## config.mk

```make
export PLATFORM = sky130hd
export DESIGN_NAME = sbcd_decoder
export DESIGN_NICKNAME = d
export VERILOG_FILES = /design/src/core/sbcd_pkg.sv /design/src/core/sbcd_form.sv /design/src/core/sbcd_decoder.sv
export SDC_FILE = /design/constraint.sdc
export NUM_CORES = 1
export LEC_CHECK = 0
export CAP_MARGIN = 10
export CORE_UTILIZATION = 30
export CTS_CLUSTER_DIAMETER = 200
export DETAILED_ROUTE_END_ITERATION = 12
export DONT_BUFFER_PORTS = 1
export GPL_ROUTABILITY_DRIVEN = 0
export GPL_TIMING_DRIVEN = 0
export SLEW_MARGIN = 20
export SYNTH_ARGS = -nofsm -noshare
export SYNTH_HDL_FRONTEND = slang
export SYNTH_SLANG_ARGS = --single-unit
```

## constraint.sdc

```tcl
create_clock -name clk_i -period 8.4 [get_ports clk_i]
set_input_delay 1.68 -clock clk_i [delete_from_list [all_inputs] [get_ports clk_i]]
set_output_delay 1.68 -clock clk_i [all_outputs]
set_load 0.05 [all_outputs]
```

## src/core/sbcd_pkg.sv

```systemverilog
// package for the subtract-with-borrow / compare opcode decoder
// assumes bytes arrive one per accepted handshake from the fetch unit
package sbcd_pkg;

    // ------------------------------------------------------------
    // operation group: low nibble of the operation byte
    // ------------------------------------------------------------
    localparam logic [3:0] OPN_SUBTRACT_WITH_BORROW = 4'hB;
    localparam logic [3:0] OPN_CMP = 4'hF;

    // ------------------------------------------------------------
    // operation-byte high nibbles, with or without prefix (operation nibble in low half)
    // ------------------------------------------------------------
    localparam logic [3:0] B1_ACC_IMM_HI = 4'hA;
    localparam logic [3:0] HI_ACC_IMM = 4'hA;
    localparam logic [3:0] HI_ACC_SA1 = 4'h9;
    localparam logic [3:0] HI_REG_REG = 4'h8;
    localparam logic [3:0] HI_SA1_IMM = 4'h6;
    localparam logic [3:0] HI_REG_MISC = 4'h7;

    // ------------------------------------------------------------
    // prefix bytes
    // ------------------------------------------------------------
    localparam logic [7:0] PFX_AREA2 = 8'h3C;
    localparam logic [7:0] PFX_SFR = 8'h01;
    localparam logic [7:0] PFX_AREA_AREA = 8'h2A;
    localparam logic [7:0] PFX_ABS = 8'h0A;
    localparam logic [7:0] PFX_PTR = 8'h07;
    localparam logic [7:0] PFX_BYTE_OFS = 8'h06;
    localparam logic [7:0] PFX_PTR_IND = 8'h16;
    localparam logic [7:0] PFX_BASE_IDX = 8'h17;

    // ------------------------------------------------------------
    // second-byte high nibbles after a prefix
    // ------------------------------------------------------------
    localparam logic [3:0] MOD_IMMEDIATE_24BIT_OFFSET_LO = 4'h0;
    localparam logic [3:0] MOD_IMMEDIATE_24BIT_OFFSET_HI = 4'h3;
    localparam logic [3:0] MOD_ABS16 = 4'h4;
    localparam logic [3:0] MOD_ABS24 = 4'h5;
    localparam logic [3:0] MOD_ABS16_MEM = 4'hC;
    localparam logic [3:0] MOD_ABS24_MEM = 4'hD;
    localparam logic [3:0] MOD_PTR_SHORT = 4'h2;
    localparam logic [3:0] MOD_PTR_LONG = 4'h3;
    localparam logic [3:0] MOD_PTR_SHORT_MEM = 4'hA;
    localparam logic [3:0] MOD_PTR_LONG_MEM = 4'hB;
    localparam int MEM_DEST_BIT = 7;
    localparam int REG_SEP_BIT = 3;

    // ------------------------------------------------------------
    // decoded enumerations and result carrier
    // ------------------------------------------------------------
    typedef enum logic [1:0] {
        SBCD_OP_NONE = 2'h0,
        SBCD_OP_SUBTRACT_WITH_BORROW = 2'h1,
        SBCD_OP_CMP = 2'h2
    } sbcd_op_e;

    typedef enum logic [3:0] {
        SBCD_AM_NONE = 4'h0,
        SBCD_AM_IMM = 4'h1,
        SBCD_AM_REG = 4'h2,
        SBCD_AM_AREA_ONE = 4'h3,
        SBCD_AM_AREA_TWO = 4'h4,
        SBCD_AM_SFR = 4'h5,
        SBCD_AM_ABS16 = 4'h6,
        SBCD_AM_ABS24 = 4'h7,
        SBCD_AM_PTR_IND = 4'h8,
        SBCD_AM_SHORT_PTR = 4'h9,
        SBCD_AM_LONG_PTR = 4'hA,
        SBCD_AM_BYTE_OFS = 4'hB,
        SBCD_AM_IMMEDIATE_24BIT_OFFSET_OFS = 4'hC,
        SBCD_AM_BASE_IDX = 4'hD,
        SBCD_AM_ACC = 4'hE
    } sbcd_am_e;

    typedef struct packed {
        sbcd_op_e op;
        sbcd_am_e dst;
        sbcd_am_e src;
        logic [3:0] dst_reg;
        logic [2:0] src_reg;
        logic [3:0] sel;
        logic wr_dst;
        logic use_carry;
        logic [2:0] len;
        logic [23:0] addr;
        logic [7:0] imm;
        logic [7:0] addr2;
        logic illegal;
    } sbcd_dec_s;

    localparam logic [2:0] LEN_MAX = 3'h6;
endpackage

```

## src/core/sbcd_form.sv

```systemverilog
// form lookup: from prefix and operation byte, operand modes and length
// assumes bytes are stable while examined; purely combinational
`timescale 1ns/10ps
module sbcd_form (
    input wire logic [7:0] pfx_i,
    input wire logic [7:0] opb_i,
    input wire logic has_pfx_i,
    input wire logic area2_i,
    output sbcd_pkg::sbcd_am_e dst_o,
    output sbcd_pkg::sbcd_am_e src_o,
    output logic [2:0] len_o,
    output logic known_o
);
    logic [3:0] hi;
    assign hi = opb_i[7:4];

    always_comb begin
        dst_o = sbcd_pkg::SBCD_AM_ACC;
        src_o = sbcd_pkg::SBCD_AM_NONE;
        len_o = 3'h0;
        known_o = 1'b1;
        if (!has_pfx_i) begin
            case (hi)
                sbcd_pkg::HI_ACC_IMM: begin
                    src_o = sbcd_pkg::SBCD_AM_IMM;
                    len_o = 3'h2;
                end
                sbcd_pkg::HI_ACC_SA1: begin
                    src_o = sbcd_pkg::SBCD_AM_AREA_ONE;
                    len_o = 3'h2;
                end
                sbcd_pkg::HI_REG_REG: begin
                    dst_o = sbcd_pkg::SBCD_AM_REG;
                    src_o = sbcd_pkg::SBCD_AM_REG;
                    len_o = 3'h2;
                end
                default: known_o = 1'b0;
            endcase
        end else begin
            case (pfx_i)
                sbcd_pkg::PFX_AREA2: begin
                    // area-two prefix only carries these second bytes here
                    // area-two with immediate
                    if (hi == sbcd_pkg::HI_SA1_IMM) begin
                        dst_o = sbcd_pkg::SBCD_AM_AREA_TWO;
                        src_o = sbcd_pkg::SBCD_AM_IMM;
                        len_o = 3'h4;
                    end else if (hi == sbcd_pkg::HI_REG_REG) begin
                        dst_o = sbcd_pkg::SBCD_AM_REG;
                        src_o = sbcd_pkg::SBCD_AM_REG;
                        len_o = 3'h3;
                    end else begin
                        known_o = 1'b0;
                    end
                end
                sbcd_pkg::PFX_SFR: begin
                    dst_o = sbcd_pkg::SBCD_AM_SFR;
                    src_o = sbcd_pkg::SBCD_AM_IMM;
                    len_o = 3'h4;
                    known_o = (hi == sbcd_pkg::HI_SA1_IMM);
                end
                sbcd_pkg::PFX_AREA_AREA: begin
                    dst_o = hi[1] ? sbcd_pkg::SBCD_AM_AREA_TWO : sbcd_pkg::SBCD_AM_AREA_ONE;
                    src_o = hi[0] ? sbcd_pkg::SBCD_AM_AREA_TWO : sbcd_pkg::SBCD_AM_AREA_ONE;
                    len_o = 3'h4;
                    known_o = (hi[3:2] == 2'h0);
                end
                sbcd_pkg::PFX_ABS: begin
                    case (hi)
                        sbcd_pkg::MOD_ABS16: begin
                            src_o = sbcd_pkg::SBCD_AM_ABS16;
                            len_o = 3'h4;
                        end
                        sbcd_pkg::MOD_ABS24: begin
                            src_o = sbcd_pkg::SBCD_AM_ABS24;
                            len_o = 3'h5;
                        end
                        sbcd_pkg::MOD_ABS16_MEM: begin
                            dst_o = sbcd_pkg::SBCD_AM_ABS16;
                            src_o = sbcd_pkg::SBCD_AM_ACC;
                            len_o = 3'h4;
                        end
                        sbcd_pkg::MOD_ABS24_MEM: begin
                            dst_o = sbcd_pkg::SBCD_AM_ABS24;
                            src_o = sbcd_pkg::SBCD_AM_ACC;
                            len_o = 3'h5;
                        end
                        default: begin
                            // 24-bit offset forms
                            // immediate_24bit_offset forms: bit 7 picks memory destination
                            len_o = 3'h5;
                            if (opb_i[sbcd_pkg::MEM_DEST_BIT]) begin
                                dst_o = sbcd_pkg::SBCD_AM_IMMEDIATE_24BIT_OFFSET_OFS;
                                src_o = sbcd_pkg::SBCD_AM_ACC;
                            end else begin
                                src_o = sbcd_pkg::SBCD_AM_IMMEDIATE_24BIT_OFFSET_OFS;
                            end
                            known_o = (opb_i[6:4] <= sbcd_pkg::MOD_IMMEDIATE_24BIT_OFFSET_HI[2:0]);
                        end
                    endcase
                end
                sbcd_pkg::PFX_PTR: begin
                    src_o = hi[0] ? sbcd_pkg::SBCD_AM_LONG_PTR : sbcd_pkg::SBCD_AM_SHORT_PTR;
                    // area-two prefix byte is added once, below
                    len_o = 3'h3;
                    known_o = (hi == sbcd_pkg::MOD_PTR_SHORT) || (hi == sbcd_pkg::MOD_PTR_LONG)
                        || (hi == sbcd_pkg::MOD_PTR_SHORT_MEM)
                        || (hi == sbcd_pkg::MOD_PTR_LONG_MEM);
                    if (opb_i[sbcd_pkg::MEM_DEST_BIT]) begin
                        dst_o = src_o;
                        src_o = sbcd_pkg::SBCD_AM_ACC;
                    end
                end
                sbcd_pkg::PFX_BYTE_OFS, sbcd_pkg::PFX_PTR_IND, sbcd_pkg::PFX_BASE_IDX: begin
                    src_o = (pfx_i == sbcd_pkg::PFX_BYTE_OFS) ? sbcd_pkg::SBCD_AM_BYTE_OFS
                        : (pfx_i == sbcd_pkg::PFX_PTR_IND) ? sbcd_pkg::SBCD_AM_PTR_IND
                        : sbcd_pkg::SBCD_AM_BASE_IDX;
                    len_o = (pfx_i == sbcd_pkg::PFX_BYTE_OFS) ? 3'h3 : 3'h2;
                    known_o = (pfx_i != sbcd_pkg::PFX_BYTE_OFS) || (opb_i[6:4] <= 3'h4);
                    if (opb_i[sbcd_pkg::MEM_DEST_BIT]) begin
                        dst_o = src_o;
                        src_o = sbcd_pkg::SBCD_AM_ACC;
                    end
                end
                default: known_o = 1'b0;
            endcase
            if (area2_i && pfx_i != sbcd_pkg::PFX_AREA2) begin
                len_o = 3'(len_o + 3'h1);
            end
        end
    end
endmodule

```

## src/core/sbcd_decoder.sv

```systemverilog
// subtract-with-borrow and compare opcode decoder, byte-serial
// assumes the fetch unit offers one opcode byte per valid/ready beat
// Behaviour
// - AF then immediate byte: compare accumulator with immediate, two bytes.
// - 9F then offset: compare accumulator with area-one location.
// - 01 6F, area offset, immediate: compare special area with immediate.
// - 3C 6F, offset, immediate: compare area-two location with immediate.
// - 3C 8F then register byte: dest bits 7-4, zero, source 2-0.
// - 2A 0F, second offset then first offset: area-one to area-one compare.
// - 0A 4F: compare accumulator with 16-bit address, low byte first.
// - 0A 5F: compare with 24-bit address, highest byte then low, high.
// - 0A CF: memory-first compare at 16-bit address, low then high.
// - 17 0F: based-indexed compare, first pair plus accumulator, two bytes.
// - 0A 0F: compare with 24-bit offset base, low, high, highest.
// - 07 3F then offset: compare accumulator with long pointer location.
// - 3C 07 BB then offset: borrow-subtract into area-two long pointer.
// - 0A 5B: borrow-subtract 24-bit address byte, highest, low, high.
// - 0A CB then low, high: borrow-subtract into 16-bit address.
// - 06 1B then one offset: borrow-subtract stack pointer plus byte.
// - 0A 2B then three offset bytes low to highest.
// - 16 8B: memory destination, first pointer post-increment; bit 7 selects.
// - 0A 8B then low, high, highest: memory destination, immediate_24bit_offset offset.
// - 17 DB: memory destination, third pointer plus register pair.
`timescale 1ns/10ps
module sbcd_decoder (
    input wire logic clk_i,
    input wire logic resetn_i,
    input wire logic ce_i,
    input wire logic [7:0] byte_i,
    input wire logic byte_valid_i,
    output logic byte_ready_o,
    output sbcd_pkg::sbcd_dec_s dec_o,
    output logic dec_valid_o,
    input wire logic dec_ready_i
);
    // ------------------------------------------------------------
    // state and byte collection
    // ------------------------------------------------------------
    typedef enum logic [3:0] {
        SBCD_ST_FIRST = 4'b0001,
        SBCD_ST_SECOND = 4'b0010,
        SBCD_ST_TAIL = 4'b0100,
        SBCD_ST_DONE = 4'b1000
    } sbcd_state_e;

    sbcd_state_e state_reg;
    logic [7:0] pfx_reg;
    logic has_pfx_reg;
    logic area2_reg;
    logic [7:0] opb_reg;
    logic [2:0] cnt_reg;
    logic [7:0] tail_reg [0:3];
    sbcd_pkg::sbcd_dec_s dec_reg;
    sbcd_pkg::sbcd_dec_s dec_next;
    sbcd_pkg::sbcd_am_e f_dst;
    sbcd_pkg::sbcd_am_e f_src;
    logic [2:0] f_len;
    logic f_known;
    logic beat;
    logic op_byte;
    logic [2:0] taken;
    logic [3:0] lo_nib;
    logic tail_end;

    assign beat = ce_i && byte_valid_i && byte_ready_o;
    // no buffering: one instruction in flight, next waits for dec_ready_i
    // a byte offered in the closing tail cycle would be lost, so refuse it
    assign tail_end = (state_reg == SBCD_ST_TAIL) && (taken >= f_len || !f_known);
    assign byte_ready_o = (state_reg != SBCD_ST_DONE) && !tail_end;
    assign dec_valid_o = (state_reg == SBCD_ST_DONE);
    assign dec_o = dec_reg;
    assign lo_nib = byte_i[3:0];
    // a first byte with an operation nibble and a high nibble above 1 ends the prefix chain
    assign op_byte = (lo_nib == sbcd_pkg::OPN_SUBTRACT_WITH_BORROW) || (lo_nib == sbcd_pkg::OPN_CMP);
    // area-two prefix counts extra only when a pointer prefix followed it
    assign taken = 3'(cnt_reg + (has_pfx_reg ? 3'h2 : 3'h1)
        + ((area2_reg && pfx_reg != sbcd_pkg::PFX_AREA2) ? 3'h1 : 3'h0));

    sbcd_form u_form (
        .pfx_i(pfx_reg),
        .opb_i(opb_reg),
        .has_pfx_i(has_pfx_reg),
        .area2_i(area2_reg),
        .dst_o(f_dst),
        .src_o(f_src),
        .len_o(f_len),
        .known_o(f_known)
    );

    // ------------------------------------------------------------
    // sequencing
    // ------------------------------------------------------------
    always_ff @(posedge clk_i) begin
        if (!resetn_i) begin
            state_reg <= SBCD_ST_FIRST;
            has_pfx_reg <= 1'b0;
            area2_reg <= 1'b0;
            pfx_reg <= 8'h00;
            opb_reg <= 8'h00;
            cnt_reg <= 3'h0;
        end else if (ce_i) begin
            case (state_reg)
                SBCD_ST_FIRST: begin
                    if (beat) begin
                        if (byte_i == sbcd_pkg::PFX_AREA2 && !area2_reg) begin
                            area2_reg <= 1'b1;
                            has_pfx_reg <= 1'b1;
                            pfx_reg <= byte_i;
                            state_reg <= SBCD_ST_SECOND;
                        end else if (op_byte && byte_i[7:4] != 4'h0 && byte_i[7:4] != 4'h1) begin
                            opb_reg <= byte_i;
                            has_pfx_reg <= 1'b0;
                            cnt_reg <= 3'h0;
                            state_reg <= SBCD_ST_TAIL;
                        end else begin
                            pfx_reg <= byte_i;
                            has_pfx_reg <= 1'b1;
                            state_reg <= SBCD_ST_SECOND;
                        end
                    end
                end
                SBCD_ST_SECOND: begin
                    if (beat) begin
                        if (area2_reg && pfx_reg == sbcd_pkg::PFX_AREA2 && byte_i == sbcd_pkg::PFX_PTR) begin
                            pfx_reg <= byte_i;
                        end else begin
                            opb_reg <= byte_i;
                            cnt_reg <= 3'h0;
                            state_reg <= SBCD_ST_TAIL;
                        end
                    end
                end
                SBCD_ST_TAIL: begin
                    if (taken >= f_len || !f_known) begin
                        state_reg <= SBCD_ST_DONE;
                    end else if (beat) begin
                        cnt_reg <= 3'(cnt_reg + 3'h1);
                    end
                end
                SBCD_ST_DONE: begin
                    if (dec_ready_i) begin
                        state_reg <= SBCD_ST_FIRST;
                        area2_reg <= 1'b0;
                        has_pfx_reg <= 1'b0;
                    end
                end
                default: state_reg <= SBCD_ST_FIRST;
            endcase
        end
    end

    // ------------------------------------------------------------
    // operand bytes, one entry per tail position
    // ------------------------------------------------------------
    genvar gi;
    generate
        for (gi = 0; gi < 4; gi++) begin : g_tail
            always_ff @(posedge clk_i) begin
                if (!resetn_i) begin
                    tail_reg[gi] <= 8'h00;
                end else if (ce_i && beat && state_reg == SBCD_ST_TAIL && cnt_reg == 3'(gi)) begin
                    tail_reg[gi] <= byte_i;
                end
            end
        end
    endgenerate

    // ------------------------------------------------------------
    // result assembly
    // ------------------------------------------------------------
    always_comb begin
        dec_next = '0;
        dec_next.dst = f_dst;
        dec_next.src = f_src;
        dec_next.len = f_len;
        dec_next.illegal = !f_known;
        dec_next.sel = opb_reg[7:4];
        case (opb_reg[3:0])
            sbcd_pkg::OPN_SUBTRACT_WITH_BORROW: dec_next.op = sbcd_pkg::SBCD_OP_SUBTRACT_WITH_BORROW;
            sbcd_pkg::OPN_CMP: dec_next.op = sbcd_pkg::SBCD_OP_CMP;
            default: begin
                dec_next.op = sbcd_pkg::SBCD_OP_NONE;
                dec_next.illegal = 1'b1;
            end
        endcase
        dec_next.wr_dst = (dec_next.op == sbcd_pkg::SBCD_OP_SUBTRACT_WITH_BORROW);
        dec_next.use_carry = (dec_next.op == sbcd_pkg::SBCD_OP_SUBTRACT_WITH_BORROW);
        if (f_src == sbcd_pkg::SBCD_AM_REG) begin
            dec_next.dst_reg = tail_reg[0][7:4];
            dec_next.src_reg = tail_reg[0][2:0];
            dec_next.illegal = dec_next.illegal | tail_reg[0][sbcd_pkg::REG_SEP_BIT];
        end
        if (f_src == sbcd_pkg::SBCD_AM_ABS24 || f_dst == sbcd_pkg::SBCD_AM_ABS24) begin
            // highest byte first, then low, high
            dec_next.addr = {tail_reg[0], tail_reg[2], tail_reg[1]};
        end else if (f_src == sbcd_pkg::SBCD_AM_IMMEDIATE_24BIT_OFFSET_OFS || f_dst == sbcd_pkg::SBCD_AM_IMMEDIATE_24BIT_OFFSET_OFS) begin
            dec_next.addr = {tail_reg[2], tail_reg[1], tail_reg[0]};
        end else begin
            dec_next.addr = {8'h00, tail_reg[1], tail_reg[0]};
        end
        dec_next.imm = (f_len == 3'h2) ? tail_reg[0] : tail_reg[1];
        // second operand offset first, first operand offset second
        dec_next.addr2 = tail_reg[1];
    end

    always_ff @(posedge clk_i) begin
        if (!resetn_i) begin
            dec_reg <= '0;
        end else if (ce_i && state_reg == SBCD_ST_TAIL && (taken >= f_len || !f_known)) begin
            dec_reg <= dec_next;
        end
    end

    // ------------------------------------------------------------
    // checks
    // ------------------------------------------------------------
    property p_cmp_no_write;
        @(posedge clk_i) disable iff (!resetn_i)
        dec_valid_o && dec_o.op == sbcd_pkg::SBCD_OP_CMP |-> !dec_o.wr_dst;
    endproperty
    a_cmp_no_write: assert property (p_cmp_no_write) else $error("compare writes");

    property p_subtract_with_borrow_write;
        @(posedge clk_i) disable iff (!resetn_i)
        dec_valid_o && dec_o.op == sbcd_pkg::SBCD_OP_SUBTRACT_WITH_BORROW |-> dec_o.wr_dst && dec_o.use_carry;
    endproperty
    a_subtract_with_borrow_write: assert property (p_subtract_with_borrow_write) else $error("borrow-subtract no write");

    property p_len_bound;
        @(posedge clk_i) disable iff (!resetn_i)
        dec_valid_o && !dec_o.illegal |-> dec_o.len >= 3'h2 && dec_o.len <= sbcd_pkg::LEN_MAX;
    endproperty
    a_len_bound: assert property (p_len_bound) else $error("bad length");

    property p_done_holds;
        @(posedge clk_i) disable iff (!resetn_i)
        dec_valid_o && !dec_ready_i && ce_i |=> dec_valid_o && $stable(dec_o);
    endproperty
    a_done_holds: assert property (p_done_holds) else $error("result dropped");

    property p_no_take_done;
        @(posedge clk_i) disable iff (!resetn_i)
        dec_valid_o |-> !byte_ready_o;
    endproperty
    a_no_take_done: assert property (p_no_take_done) else $error("byte taken while busy");

    property p_base_idx_len;
        @(posedge clk_i) disable iff (!resetn_i)
        dec_valid_o && (dec_o.src == sbcd_pkg::SBCD_AM_BASE_IDX
            || dec_o.dst == sbcd_pkg::SBCD_AM_BASE_IDX) |-> dec_o.len == 3'h2;
    endproperty
    a_base_idx_len: assert property (p_base_idx_len) else $error("based-indexed length");

    c_cmp: cover property (@(posedge clk_i) dec_valid_o && dec_o.op == sbcd_pkg::SBCD_OP_CMP);
    c_subtract_with_borrow: cover property (@(posedge clk_i) dec_valid_o && dec_o.op == sbcd_pkg::SBCD_OP_SUBTRACT_WITH_BORROW);
    c_long: cover property (@(posedge clk_i) dec_valid_o && dec_o.len == 3'h5);
endmodule

```

==> impl_metrics.ini <==
[critical_path]
r2r_end = tail_reg[0][15]
critPathMaxStageDelay_ps = 890
crit_fanout = 10
cp_cell_sequence = clkbuf_1, or3b_2, a21oi_1, o21ai_0, ha_1, a311oi_1, a311oi_1, a21oi_1, ha_1, a21o_1, a21oi_1, a21boi_4, inv_1, a21oi_1
cp-start-kind = flip-flop
cp_data_arrival_time_ps = 5130
ff2ff_path_depth = 14
cp_common_cell = a21oi_1
critical_path_class = flip-flop to primary output
worst_path_max_delay_cell = a21oi_1
path_buf_inv = 2
critPathRequiredTime_ps = 6720
r2r_start = opb_reg[6]
crit_family = compound AO/OA/AOI/OAI gates
cp_num_cells = 14
crit_path_end_kind = primary output
rrSetupSlack_ps = 3680

[detailed_routing]
wl_per_cell_um = 19.0
num_vias = 5301
drt-pass1-iter-count = 8
first_iter_violations = 601
drc_errors = 0
via_per_inst = 5.50
antenna_left = 0
finalWirelength_um = 18300

[logic_synthesis]
synth_top_family_by_area = simple AND/OR/NAND/NOR gates
synthTopCellsByArea = dfxtp_1 (31%), edfxtp_1 (12%), mux2i_1 (6.8%), a21oi_1 (6.7%), nand2_1 (5.0%)
synth_compound_area_frac = 0.208
yosys.area_share.simple = 0.213
synth_area_per_cell_um2 = 8.80
ys_ff_latch = 115
synth_top_area_cell = dfxtp_1
synth_top_area_share = 0.309
synth_xor_area_frac = 0.00744
muxShareOfSynthArea = 0.0680
synth_edf_count = 24
synthArstFlopShare = 0
seq_area_frac_synth = 0.432
synthAdderAreaFrac = 0.0238
syn_inst = 669
netlist_area_um2 = 5890
syn_nets = 692
yosys_most_used_dff = dfxtp_1
yosys_warnings = 0
synth.distinct_cells = 72

[final_layout]
largest_register_ffs = 66
area_growth_pct = 15.4
fin_area_um2 = 6790
layout_commonest_cell = dfxtp_1
finalNetCount = 713
fin_cells = 964
mostFrequentLayoutCells = dfxtp_1 (91), nand2_1 (79), a21oi_1 (79), nor2_1 (64), o21ai_0 (49)
drive_above_1_share = 0.0967

[timing]
finalHoldViolations = 0
fin_skew_ps = 8.69
fin_crit_sh = 0.810
tns_ps = 0
max_freq_ghz = 0.147
final-setup-viol-count = 0
relSlewSlack = 0.247
drv_slew = 0
rsz0062_at_grt = no
tightest_slew_ps = 1130
period_needed_ps = 6810

[global_route]
grt_max_degree = 17
groute.usage.overall = 0.182
grt_pass1_wl_um = 28100
gr-total-overflow = 0
grt_pass1_vias = 4873
grt_antenna_before_repair = 1

[hold_path]
hold_class = flip-flop to flip-flop
hold-path-cell-count = 2
hp-start = opb_reg[1]
holdPathEnd = opb_reg[1]

[clock_tree]
path_clk_slew_ps = 50
holdBufCountCts = 0
root_buffer = clkbuf_16
cts_tree = yes
htreeDepth = 4
cts_sinks = 115
cts_buffers = 17
cts_resized = 0
cts_buffer_depth = 2
clock_latency_ps = 410
cts_setup_buffers = 0

[power_and_ir_drop]
power_frac_clock = 0.479
leakage_uw = 0.00229
p_per_area_nw_per_um2 = 212
max-vdd-ir-drop_uv = 129
p_int_uw = 1060
power_frac_comb = 0.095
switching_power_uw = 377
power_frac_seq = 0.426
swShare = 0.262

[floorplanning]
chipWidth_um = 142
dieArea_um2 = 20200
initial_core_util = 0.311
rows = 50
core_area_um2 = 19000
ios = 82
die_y_um = 142

[placed_design]
placed_cell_area_um2 = 6240
portBuffers = 0
dp.cells = 931
hpwlAfterDp_um = 13500

[status]
status = finished, final reports clean

[flow_run]
maxCapViolCount = 0
cells in the mapped netlist (8+ instances only):
cell      count
or3_1         8
ha_1          8
edfxtp_1     24
inv_1        15
nor4b_1       8
nand3_1      26
nor3_1       11
o21ai_0      49
a21oi_1      79
buf_2        12
mux2i_1      40
nand2_1      79
clkbuf_1     29
nor2_1       64
dfxtp_1      91
cells by family after synthesis:
| logic type | after synthesis |
|---|---|
| buffers and inverters | 62 |
| flip-flops | 115 |
| AND/OR/NAND/NOR | 247 |
| XOR/XNOR | 5 |
| multiplexers | 40 |
| adder cells (fa/ha/maj) | 10 |
| AO/OA/AOI/OAI | 190 |
power by group through the flow:
stage	clock network (uW)	registers (uW)	logic, uW
final	689	613	137
after global routing	721	615	151
after CTS	694	612	135
after detailed placement	0	624	134
after global placement	0	624	133
after floorplan	0	616	104
cell type report:
type | count | area, um^2
Antenna cell | 1 | 2.50
Tap cell | 260 | 325
Buffer | 47 | 230
Clock buffer | 22 | 444
Sequential cell | 115 | 2540
Fill cell | 1926 | 12200
Inverter | 15 | 56.3
Timing Repair Buffer | 2 | 11.3
Clock inverter | 10 | 110
Multi-Input combinational cell | 492 | 3070
worst reg2reg max path: stages (launching register included):
cell,delay [ps]
dfxtp_1,390
clkbuf_1,410
or3b_2,480
a21oi_1,270
o21ai_0,120
ha_1,290
a311oi_1,220
a311oi_1,90
a21oi_1,370
ha_1,310
a21o_1,150
a21oi_1,210
a21boi_4,370
nand4_2,310
nand2_1,400
how the worst max path moves through the flow:
stage,startpoint,end,slack [ps]
global route,pfx_reg[6],byte_ready_o,1260
floorplan,pfx_reg[6],byte_ready_o,2830
global placement,opb_reg[6],byte_ready_o,2090
detailed placement,opb_reg[6],byte_ready_o,2090
finish,opb_reg[6],byte_ready_o,1590
CTS,opb_reg[6],byte_ready_o,1660
stage by stage:
step | total power [uW] | util | setup WS [ps] | hold WS [ps]
2_1_floorplan | 720 | - | 2830 | 460
3_3_place_gp | 756 | 0.328 | 2090 | 478
3_5_place_dp | 758 | 0.329 | 2090 | 488
4_1_cts | 1440 | 0.358 | 1660 | 500
5_1_grt | 1490 | 0.358 | 1260 | 535
6_report | 1440 | 0.358 | 1590 | 493
metal layers:
| metal | up-vias | GRT usage | wire, um |
|---|---|---|---|
| met5 | - | 0 | 0 |
| met2 | 232 | 0.281 | 8160 |
| li1 | 2486 | - | - |
| met1 | 2555 | 0.240 | 8200 |
| met4 | 0 | 0.0594 | 330 |
| met3 | 28 | 0.0559 | 1640 |
Power figures use the tool's default switching activity.
